==> src/pkg/sent_pkg.sv <==
// Purpose: Shared constants, types and helpers for the SENT frame transmitter
// Assumes: 40 MHz system clock, 128 kHz internal update rate
// Notes: Tick periods are held in 10 ns units and rounded to nearest cycle
//
// Contract
// - Every frame opens with one sync and calibration pulse of 56 ticks.
// - Next comes one status nibble: bits 1:0 device status, 3:2 serial bits.
// - Then 3 to 6 data nibbles follow, each 12 to 27 ticks long.
// - A CRC nibble of 12 to 27 ticks follows the data nibbles.
// - A pause pulse closes the frame and pads it to the update timing.
// - Four transmission modes are chosen by the output message mode.
// - Mode 1 sends frames back to back, paced by the internal update.
// - In mode 1 the pause is stretched until a fresh sample exists.
// - Mode 2 sends only on request and holds the pause state until then.
// - After a trigger falling edge the sample latches at the next update.
// - The frame starts on the release, with at least 7 high ticks first.
// - The high gap grows so 70.4 us pass from trigger fall to sync end.
// - The tick period follows the tick code, per mode family table.
// - CRC uses x^4+x^3+x^2+1, seed 0101, status optionally included.
// - Data format 0 gives 3 magnetic nibbles; 1 to 3 give 6 nibbles.
package sent_pkg;
   localparam int CLK_HZ = 40_000_000;
   localparam int CLK_NS = 25;
   localparam int UPDATE_HZ = 128_000;
   localparam int UPDATE_CYC = CLK_HZ / UPDATE_HZ;
   localparam int TRIG_LOW_NS = 1800;
   localparam int TRIG_MIN_CYC = (TRIG_LOW_NS + CLK_NS - 1) / CLK_NS;
   localparam int TRIG_SYNC_NS = 70400;
   localparam int TRIG_SYNC_CYC = (TRIG_SYNC_NS + CLK_NS - 1) / CLK_NS;
   localparam logic [5:0] SYNC_TICKS = 6'h38;
   localparam logic [5:0] NIB_BASE_TICKS = 6'h0C;
   localparam logic [5:0] LOW_TICKS = 6'h05;
   localparam logic [5:0] GAP_MIN_TICKS = 6'h07;
   localparam logic [3:0] CRC_SEED = 4'h5;
   localparam logic [4:0] CRC_POLY = 5'h1D;
   localparam logic [2:0] LAST_IDX_SHORT = 3'h4;
   localparam logic [2:0] LAST_IDX_LONG = 3'h7;
   localparam logic [11:0] COUNT_WRAP_SHORT = 12'h00F;
   localparam logic [9:0] TICK_CYC_RST = 10'h07A;
   localparam logic [10:0] TICK_STD_NS10 [16] = '{
      11'h131, 11'h131, 11'h131, 11'h131, 11'h5C5, 11'h3C4, 11'h2DC, 11'h262,
      11'h1DC, 11'h162, 11'h0F4, 11'h0AB, 11'h07A, 11'h055, 11'h03D, 11'h03D};
   localparam logic [10:0] TICK_ADDR_NS10 [32] = '{
      11'h00C, 11'h00C, 11'h018, 11'h025, 11'h031, 11'h03D, 11'h049, 11'h055,
      11'h062, 11'h06E, 11'h07A, 11'h086, 11'h092, 11'h09F, 11'h0AB, 11'h0B7,
      11'h0C3, 11'h0D0, 11'h0DC, 11'h0E8, 11'h0F4, 11'h100, 11'h10D, 11'h119,
      11'h125, 11'h131, 11'h13D, 11'h14A, 11'h156, 11'h162, 11'h16E, 11'h17A};

   typedef enum logic [1:0] {
      MODE_ALTERNATE_ADDRESSED = 2'b00,
      MODE_INT_SYNC = 2'b01,
      MODE_TRIGGERED_TRANSMIT = 2'b10,
      MODE_ADDRESSED_SHARED_BUS = 2'b11
   } msg_mode_t;

   typedef enum logic [1:0] {
      ST_PAUSE = 2'b00,
      ST_GAP = 2'b01,
      ST_SYNC = 2'b10,
      ST_NIB = 2'b11
   } tx_state_t;

   function automatic logic [9:0] tick_cycles(input logic [10:0] ns10);
      return 10'((32'(ns10) * 10 + CLK_NS / 2) / CLK_NS);
   endfunction : tick_cycles

   // One nibble of the polynomial division, MSB first
   function automatic logic [3:0] crc_step(input logic [3:0] crc,
                                           input logic [3:0] nib);
      logic [7:0] v;
      v = {crc, 4'h0};
      for (int i = 7; i >= 4; i--) begin
         if (v[i]) begin
            v = v ^ 8'({3'h0, CRC_POLY} << (i - 4));
         end
      end
      return v[3:0] ^ nib;
   endfunction : crc_step
endpackage : sent_pkg

==> src/hdl/sent_frame_transmitter.sv <==
// Purpose: SENT frame transmitter on an open-drain single-wire output
// Assumes: Sample inputs are on the clk domain; line input is asynchronous
// Notes: Addressed modes reuse the trigger path without slot counting
`timescale 1ns/1ps
module sent_frame_transmitter (
   // Clock and reset
   input wire logic clk,
   input wire logic rst_n,
   // Open-drain line
   input wire logic lineIn,
   output logic lineOut,
   output logic lineOe,
   // Configuration
   input wire sent_pkg::msg_mode_t msgMode,
   input wire logic [4:0] tickCode,
   input wire logic [1:0] dataCfg,
   input wire logic slowSerDis,
   input wire logic crcHasStatus,
   // Sample sources
   input wire logic [11:0] magOut,
   input wire logic [7:0] diagFlags,
   input wire logic [11:0] tempOut,
   input wire logic [1:0] devStatus,
   input wire logic [1:0] serialBits,
   // Status
   output logic frameActive,
   output logic sampleFresh,
   output logic [11:0] frameCount
);
   import sent_pkg::*;

   localparam int UPD_BOUND = 313;
   localparam int TICK_BOUND = 600;

   // Line synchroniser; only lineSync_r and later are read by logic
   logic lineMeta_r, lineSync_r, lineDly_r;

   always_ff @(posedge clk) begin
      if (!rst_n) begin
         lineMeta_r <= 1'b1;
         lineSync_r <= 1'b1;
         lineDly_r <= 1'b1;
      end else begin
         lineMeta_r <= lineIn;
         lineSync_r <= lineMeta_r;
         lineDly_r <= lineSync_r;
      end
   end

   // Tick source
   logic tick, restart;
   logic [9:0] tickCyc;
   logic addrMode, contMode;

   assign addrMode = (msgMode == MODE_ADDRESSED_SHARED_BUS) ||
                     (msgMode == MODE_ALTERNATE_ADDRESSED);
   assign contMode = (msgMode == MODE_INT_SYNC);

   sent_tick_gen u_tick (
      .clk(clk),
      .rst_n(rst_n),
      .tickCode(tickCode),
      .addrTable(addrMode),
      .restart(restart),
      .tick(tick),
      .tickCyc(tickCyc)
   );

   // Transmit state
   tx_state_t st_r, st_nxt;
   logic [5:0] segTick_r, segTick_nxt;
   logic [2:0] nibIdx_r, nibIdx_nxt;
   logic [2:0] lastIdx_r, lastIdx_nxt;
   logic [3:0] nib_r [8];
   logic [3:0] nib_nxt [8];
   logic lineOe_r, lineOe_nxt;
   logic load;

   // Sample and trigger state
   logic [8:0] updCnt_r, updCnt_nxt;
   logic [11:0] sinceFall_r, sinceFall_nxt;
   logic lowSeen_r, lowSeen_nxt;
   logic pend_r, pend_nxt;
   logic fresh_r, fresh_nxt;
   logic [11:0] magL_r, magL_nxt;
   logic [7:0] diagL_r, diagL_nxt;
   logic [11:0] tempL_r, tempL_nxt;
   logic [11:0] count_r, count_nxt;

   logic updTick, armed, trigFall, trigRise, trigValid, latchEv;
   logic [5:0] tickInc;
   logic [15:0] syncCyc;
   logic [3:0] frameNib [8];
   logic [3:0] crc;
   logic [2:0] lastIdx;

   assign updTick = (updCnt_r == 9'(UPDATE_CYC - 1));
   assign armed = (st_r == ST_PAUSE) && (segTick_r >= LOW_TICKS) && !lineOe_r;
   assign trigFall = armed && lineDly_r && !lineSync_r;
   assign trigRise = armed && !lineDly_r && lineSync_r && lowSeen_r;
   // Short low pulses are glitches, not requests
   assign trigValid = (sinceFall_r >= 12'(TRIG_MIN_CYC));
   assign latchEv = contMode ? updTick : (updTick && pend_r);
   assign tickInc = (segTick_r == 6'h3F) ? segTick_r : segTick_r + 6'h01;
   // Widen before the product so 56 slow ticks do not wrap
   assign syncCyc = 16'(SYNC_TICKS) * 16'(tickCyc);

   // Frame contents built from the latched sample, the live status inputs and the frame count
   always_comb begin
      lastIdx = (dataCfg == 2'h0) ? LAST_IDX_SHORT : LAST_IDX_LONG;
      for (int i = 0; i < 8; i++) begin
         frameNib[i] = 4'h0;
      end
      frameNib[0] = {slowSerDis ? 2'h0 : serialBits, devStatus};
      frameNib[1] = magL_r[11:8];
      frameNib[2] = magL_r[7:4];
      frameNib[3] = magL_r[3:0];
      unique case (dataCfg)
         2'h1: begin
            frameNib[4] = diagL_r[7:4];
            frameNib[5] = diagL_r[3:0];
            frameNib[6] = count_r[3:0];
         end
         2'h2: begin
            frameNib[4] = count_r[11:8];
            frameNib[5] = count_r[7:4];
            frameNib[6] = count_r[3:0];
         end
         2'h3: begin
            frameNib[4] = tempL_r[11:8];
            frameNib[5] = tempL_r[7:4];
            frameNib[6] = tempL_r[3:0];
         end
         2'h0: begin
         end
      endcase
      crc = CRC_SEED;
      if (crcHasStatus) begin
         crc = crc_step(crc, frameNib[0]);
      end
      for (int i = 1; i < 7; i++) begin
         if (3'(i) < lastIdx) begin
            crc = crc_step(crc, frameNib[i]);
         end
      end
      // Trailing zero nibble closes the division
      crc = crc_step(crc, 4'h0);
      frameNib[lastIdx] = crc;
   end

   // Transmit sequencing
   always_comb begin
      st_nxt = st_r;
      segTick_nxt = segTick_r;
      nibIdx_nxt = nibIdx_r;
      lastIdx_nxt = lastIdx_r;
      nib_nxt = nib_r;
      load = 1'b0;
      restart = 1'b0;
      if (tick) begin
         segTick_nxt = tickInc;
      end
      unique case (st_r)
         ST_PAUSE: begin
            if (contMode) begin
               // Stretch the pause until the next update delivered a sample
               if (tick && tickInc > LOW_TICKS && fresh_r) begin
                  st_nxt = ST_SYNC;
                  load = 1'b1;
               end
            end else if (trigRise && trigValid) begin
               st_nxt = ST_GAP;
               segTick_nxt = 6'h00;
               restart = 1'b1;
            end
         end
         ST_GAP: begin
            if (tick && tickInc >= GAP_MIN_TICKS &&
                17'(sinceFall_r) + 17'(syncCyc) + 17'h00001 >=
                17'(TRIG_SYNC_CYC)) begin
               st_nxt = ST_SYNC;
               load = 1'b1;
            end
         end
         ST_SYNC: begin
            if (tick && tickInc == SYNC_TICKS) begin
               st_nxt = ST_NIB;
               segTick_nxt = 6'h00;
               nibIdx_nxt = 3'h0;
            end
         end
         ST_NIB: begin
            if (tick && tickInc == NIB_BASE_TICKS + 6'(nib_r[nibIdx_r])) begin
               segTick_nxt = 6'h00;
               if (nibIdx_r == lastIdx_r) begin
                  st_nxt = ST_PAUSE;
               end else begin
                  nibIdx_nxt = nibIdx_r + 3'h1;
               end
            end
         end
      endcase
      if (load) begin
         segTick_nxt = 6'h00;
         nib_nxt = frameNib;
         lastIdx_nxt = lastIdx;
      end
      // Sync and nibble pulses drive low for a fixed span, then release; the pause pulse drops out after one cycle until its next tick
      lineOe_nxt = (st_nxt != ST_GAP) && (segTick_nxt < LOW_TICKS) &&
                   !(st_nxt == ST_PAUSE && segTick_nxt == 6'h00 &&
                     st_r == ST_PAUSE);
   end

   always_ff @(posedge clk) begin
      if (!rst_n) begin
         st_r <= ST_PAUSE;
         segTick_r <= LOW_TICKS;
         nibIdx_r <= 3'h0;
         lastIdx_r <= LAST_IDX_SHORT;
         for (int i = 0; i < 8; i++) begin
            nib_r[i] <= 4'h0;
         end
         lineOe_r <= 1'b0;
      end else begin
         st_r <= st_nxt;
         segTick_r <= segTick_nxt;
         nibIdx_r <= nibIdx_nxt;
         lastIdx_r <= lastIdx_nxt;
         nib_r <= nib_nxt;
         lineOe_r <= lineOe_nxt;
      end
   end

   // Sampling, trigger timing and frame counting
   always_comb begin
      updCnt_nxt = updTick ? 9'h000 : updCnt_r + 9'h001;
      sinceFall_nxt = (sinceFall_r == 12'hFFF) ? sinceFall_r :
                      sinceFall_r + 12'h001;
      lowSeen_nxt = lowSeen_r;
      pend_nxt = pend_r;
      fresh_nxt = fresh_r;
      magL_nxt = magL_r;
      diagL_nxt = diagL_r;
      tempL_nxt = tempL_r;
      count_nxt = count_r;
      if (trigFall) begin
         sinceFall_nxt = 12'h000;
         lowSeen_nxt = 1'b1;
         pend_nxt = 1'b1;
      end else if (trigRise || !armed) begin
         lowSeen_nxt = 1'b0;
      end
      if (load) begin
         fresh_nxt = 1'b0;
         if (dataCfg == 2'h1 && count_r == COUNT_WRAP_SHORT) begin
            count_nxt = 12'h000;
         end else begin
            count_nxt = count_r + 12'h001;
         end
      end
      // A new sample in the frame start cycle still counts as fresh
      if (latchEv) begin
         magL_nxt = magOut;
         diagL_nxt = diagFlags;
         tempL_nxt = tempOut;
         fresh_nxt = 1'b1;
         pend_nxt = trigFall;
      end
   end

   always_ff @(posedge clk) begin
      if (!rst_n) begin
         updCnt_r <= 9'h000;
         sinceFall_r <= 12'hFFF;
         lowSeen_r <= 1'b0;
         pend_r <= 1'b0;
         fresh_r <= 1'b0;
         magL_r <= 12'h000;
         diagL_r <= 8'h00;
         tempL_r <= 12'h000;
         count_r <= 12'h000;
      end else begin
         updCnt_r <= updCnt_nxt;
         sinceFall_r <= sinceFall_nxt;
         lowSeen_r <= lowSeen_nxt;
         pend_r <= pend_nxt;
         fresh_r <= fresh_nxt;
         magL_r <= magL_nxt;
         diagL_r <= diagL_nxt;
         tempL_r <= tempL_nxt;
         count_r <= count_nxt;
      end
   end

   // Open drain: only ever pulls low
   assign lineOut = 1'b0;
   assign lineOe = lineOe_r;
   assign frameActive = (st_r == ST_SYNC) || (st_r == ST_NIB);
   assign sampleFresh = fresh_r;
   assign frameCount = count_r;

   // Cycle counter inside a segment, read by the checks only
   logic [15:0] segCyc_r;

   always_ff @(posedge clk) begin
      if (!rst_n || load || segTick_nxt == 6'h00 && segTick_r != 6'h00) begin
         segCyc_r <= 16'h0000;
      end else begin
         segCyc_r <= segCyc_r + 16'h0001;
      end
   end
endmodule : sent_frame_transmitter

==> src/hdl/sent_tick_gen.sv <==
// Purpose: Tick period generator for the SENT transmitter
// Assumes: Tick code stable while a frame runs
// Notes: Restart realigns the tick grid to a trigger release
`timescale 1ns/1ps
module sent_tick_gen (
   // Clock and reset
   input wire logic clk,
   input wire logic rst_n,
   // Control
   input wire logic [4:0] tickCode,
   input wire logic addrTable,
   input wire logic restart,
   // Tick
   output logic tick,
   output logic [9:0] tickCyc
);
   import sent_pkg::*;

   logic [9:0] cnt_r, cnt_nxt;
   logic [9:0] tickCyc_r, tickCyc_nxt;

   always_comb begin
      // Addressed modes use the finer table over all 32 codes
      if (addrTable) begin
         tickCyc_nxt = tick_cycles(TICK_ADDR_NS10[tickCode]);
      end else begin
         tickCyc_nxt = tick_cycles(TICK_STD_NS10[tickCode[3:0]]);
      end
      if (restart || cnt_r >= tickCyc_r - 10'h001) begin
         cnt_nxt = 10'h000;
      end else begin
         cnt_nxt = cnt_r + 10'h001;
      end
   end

   always_ff @(posedge clk) begin
      if (!rst_n) begin
         cnt_r <= 10'h000;
         tickCyc_r <= TICK_CYC_RST;
      end else begin
         cnt_r <= cnt_nxt;
         tickCyc_r <= tickCyc_nxt;
      end
   end

   // Tick ignores restart on purpose to keep the path loop free
   assign tick = (cnt_r == tickCyc_r - 10'h001);
   assign tickCyc = tickCyc_r;
endmodule : sent_tick_gen

==> config.mk <==
export PLATFORM = sky130hd
export DESIGN_NAME = sent_frame_transmitter
export DESIGN_NICKNAME = d
export VERILOG_FILES = /design/src/pkg/sent_pkg.sv /design/src/hdl/sent_frame_transmitter.sv /design/src/hdl/sent_tick_gen.sv
export SDC_FILE = /design/constraint.sdc
export NUM_CORES = 1
export LEC_CHECK = 0
export ABC_AREA = 1
export BUFFER_PORTS_ARGS = -buffer_cell sky130_fd_sc_hd__buf_2
export CORE_ASPECT_RATIO = 0.8
export CORE_MARGIN = 1.5
export CORE_UTILIZATION = 30
export CTS_CLUSTER_SIZE = 40
export DETAILED_ROUTE_END_ITERATION = 8
export HOLD_SLACK_MARGIN = 0.05
export MAX_ROUTING_LAYER = met4
export SYNTH_ARGS = -nofsm -noshare
export SYNTH_HDL_FRONTEND = slang
export SYNTH_HIERARCHICAL = 1
export SYNTH_SLANG_ARGS = --single-unit
==> constraint.sdc <==
create_clock -name clk -period 12.2 [get_ports clk]
set_input_delay 1.22 -clock clk [delete_from_list [all_inputs] [get_ports clk]]
set_output_delay 1.22 -clock clk [all_outputs]
set_load 0.02 [all_outputs]
==> impl_metrics.env <==
export IMPL_share_of_post_route_cells_with_drive_strength_above_1_pct=14.0
export IMPL_arrival_time_at_the_worst_endpoint_ns=9.45
export IMPL_path_clk_slew_ns=0.06
export IMPL_worst_slew_pin_slew_ns=1.22
export IMPL_start_util_pct=30.6
export IMPL_critical_path_startpoint_type="input pin"
export IMPL_synth_top_cells_by_area="sky130_fd_sc_hd__dfxtp_1, sky130_fd_sc_hd__nand2_1, sky130_fd_sc_hd__inv_1"
export IMPL_design_final_nets=2128
export IMPL_floorplan_rows=66
export IMPL_min_to="lineSync_r$_SDFF_PN1_"
export IMPL_h_tree_depth=4
export IMPL_hold_path_cell_count=1
export IMPL_grt_start_max_net_pins=79
export IMPL_global_route_wire_length_before_repair_um=55500
export IMPL_synth_area_um2=12500
export IMPL_hpwl_um=25800
export IMPL_fin_cells=2539
export IMPL_grt_pass1_vias=11632
export IMPL_post_route_period_util_pct=74.9
export IMPL_ioPinCount=66
export IMPL_routed_wire_length_per_instance_um=13.0
export IMPL_ys_ff_latch=136
export IMPL_finalSetupViolCount=0
export IMPL_synth_main_ff_cell="sky130_fd_sc_hd__dfxtp_1"
export IMPL_post_synth_most_frequent_cells="sky130_fd_sc_hd__nand2_1, sky130_fd_sc_hd__inv_1, sky130_fd_sc_hd__nand3_1"
export IMPL_cts_hold_buffers=0
export IMPL_global_route_usage_total_pct=16.0
export IMPL_dr_total_vias=12264
export IMPL_globalRoute_totalOverflow=0
export IMPL_fin_crit_period_ns=9.13
export IMPL_cts_path_max_buffers=2
export IMPL_worstPathMaxFanout=8
export IMPL_worstRegToRegCells=25
export IMPL_report_final_slew_viol_count=0
export IMPL_synth_edf_count=0
export IMPL_timing_max_slew_rel_slack_pct=18.1
export IMPL_synthArstFlopShare_pct=0
export IMPL_crit_type="input pin to flop"
export IMPL_synth_cells=1934
export IMPL_post_place_cells=2506
export IMPL_synth_most_common_cell="sky130_fd_sc_hd__nand2_1"
export IMPL_timing_critical_path_to_type="flop"
export IMPL_hp_class="flop to flop"
export IMPL_drt_pass1_iterations=5
export IMPL_holdWs_ns=0.416
export IMPL_synth_cell_types=63
export IMPL_r2r_end="frameCount[8]$_SDFFE_PN0P_"
export IMPL_cpMaxStageDelayCell="sky130_fd_sc_hd__fa_1"
export IMPL_synth_top_area_share_pct=21.8
export IMPL_critical_path_n_buffers_inverters=5
export IMPL_postRouteAntennaNets=0
export IMPL_yosys_warnings=6
export IMPL_crit_path_max_incr_delay_ns=0.44
export IMPL_setup_tns_ns=0
export IMPL_die_area_um2=43000
export IMPL_port_buffers=64
export IMPL_initial_antenna_violation_count=4
export IMPL_cts_num_sinks=136
export IMPL_synth_seq_area_share_pct=21.8
export IMPL_die_h_um=186
export IMPL_core_area_um2=40900
export IMPL_cp_top_family="simple AND/OR/NAND/NOR gates"
export IMPL_cts_setup_buffers=0
export IMPL_synth_top_area_cell="sky130_fd_sc_hd__dfxtp_1"
export IMPL_maxCapViolations=0
export IMPL_fmax_mhz=109
export IMPL_fin_skew_ns=0.0128
export IMPL_status="completed"
export IMPL_area_growth_synth_to_final_pct=11.8
export IMPL_synthesis_nets=2081
export IMPL_tritoncts_num_buffers=17
export IMPL_tritoncts="done"
export IMPL_reg2reg_slack_ns=6.04
export IMPL_route_detailed_vias_per_inst=4.83
export IMPL_report_final_hold_viol_count=0
export IMPL_hold_path_startpoint="lineMeta_r$_SDFF_PN1_"
export IMPL_floorplan_die_width_um=231
export IMPL_post_route_drc_count=0
export IMPL_cp_data_required_time_ns=12.51
export IMPL_cts_resized_gates=0
export IMPL_critical_path_s_most_frequent_cell="sky130_fd_sc_hd__nand2_2"
export IMPL_timing_rr_start="u_tick/tickCyc[2]$_SDFF_PN0_"
export IMPL_wl_um=32900
export IMPL_drt_iter0_markers=649
export IMPL_syn_mean_instance_area_um2=6.47
export IMPL_place_congestion=0.915
export IMPL_insertion_delay_ns=0.44
export IMPL_grt_setup_unrepaired="false"
export IMPL_ctsRootBufferMaster="sky130_fd_sc_hd__clkbuf_16"
-- cells in the final DEF, fill, tap and decap left out, types with 7 or more instances in the layout --
| master | instances |
|---|---|
| sky130_fd_sc_hd__o22ai_1 | 11 |
| sky130_fd_sc_hd__inv_2 | 17 |
| sky130_fd_sc_hd__inv_1 | 285 |
| sky130_fd_sc_hd__xor2_1 | 30 |
| sky130_fd_sc_hd__ha_1 | 85 |
| sky130_fd_sc_hd__nor2_2 | 9 |
| sky130_fd_sc_hd__nand3_1 | 179 |
| sky130_fd_sc_hd__nor2_1 | 130 |
| sky130_fd_sc_hd__nand2_1 | 420 |
| sky130_fd_sc_hd__nor4_1 | 7 |
| sky130_fd_sc_hd__nand4_1 | 31 |
| sky130_fd_sc_hd__o21ai_1 | 12 |
| sky130_fd_sc_hd__nor3b_1 | 13 |
| sky130_fd_sc_hd__buf_2 | 64 |
| sky130_fd_sc_hd__dfxtp_1 | 136 |
| sky130_fd_sc_hd__nand2_4 | 30 |
| sky130_fd_sc_hd__o21ai_0 | 125 |
| sky130_fd_sc_hd__clkbuf_16 | 17 |
| sky130_fd_sc_hd__o211ai_1 | 8 |
| sky130_fd_sc_hd__a21oi_1 | 134 |
| sky130_fd_sc_hd__nor2_4 | 7 |
| sky130_fd_sc_hd__xnor2_1 | 13 |
| sky130_fd_sc_hd__nand3_2 | 16 |
| sky130_fd_sc_hd__nor3_1 | 29 |
| sky130_fd_sc_hd__nand2_2 | 74 |
| sky130_fd_sc_hd__a211oi_1 | 7 |
| sky130_fd_sc_hd__fa_1 | 12 |
-- final cells by class --
type	instances	area [um^2]
multi-input combinational	1451	8440
sequential	136	2720
tap	544	681
fill	4457	26900
inverter	307	1150
clock inverter	13	190
timing repair buffer	68	350
antenna	1	2.50
clock buffer	19	443
-- kinds of logic after synthesis --
family                     after synthesis  synth area share (%)
xor gates and xnor gates                46                  3.52
adders and majority gates               97                  10.4
muxes                                    1                0.0800
AOI/OAI and AO/OA                      336                  14.9
buffers and inverters                  347                  10.8
DFF                                    136                  21.8
other                                    1                0.0300
and+or+nand+nor                        970                  38.5
-- metrics by stage --
stage               area (um^2)  utilization [%]  setup WS, ns
floorplan                 12500                -          3.87
finish                    14000             34.2          3.07
global placement          13300             32.7          2.91
detailed placement        13300             32.7          2.64
CTS                       14000             34.2          3.07
global route              14000             34.2          1.99
-- worst max path at each step --
stage / startpoint / to / slack (ns) / cells past startpoint
floorplan: tickCode[0] / u_tick/tickCyc[0]$_SDFF_PN0_ / 3.87 / 63
global placement: tickCode[1] / u_tick/tickCyc[0]$_SDFF_PN0_ / 2.91 / 68
detailed placement: tickCode[0] / u_tick/tickCyc[0]$_SDFF_PN0_ / 2.64 / 65
CTS: tickCode[1] / u_tick/tickCyc[0]$_SDFF_PN0_ / 3.07 / 64
global route: tickCode[1] / u_tick/tickCyc[0]$_SDFF_PN0_ / 1.99 / 64
finish: tickCode[1] / u_tick/tickCyc[0]$_SDFF_PN0_ / 3.07 / 64
-- per-layer routing --
layer / share of wire, % / global-route usage, % / wire [um] / vias up
li1: - / - / - / 6437
met4: 1.2 / 3.19 / 405 / 0
met2: 46 / 26.7 / 15000 / 189
met5: 0 / - / 0 / -
met1: 50 / 20.6 / 16400 / 5607
met3: 3.4 / 2.31 / 1130 / 31
-- flip-flops by register name (all words and copies together) (netlist names), 2 cells and up --
name,count
nib_r,32
st_r,2
u_tick/tickCyc,10
tempL_r,12
frameCount,12
nibIdx_r,3
magL_r,12
updCnt_r,9
sinceFall_r,12
u_tick/cnt_r,10
diagL_r,8
segTick_r,6
Power is left out: the tool's default activity adds up to more than one toggle a clock period on the data nets, which glitch-free logic cannot reach.
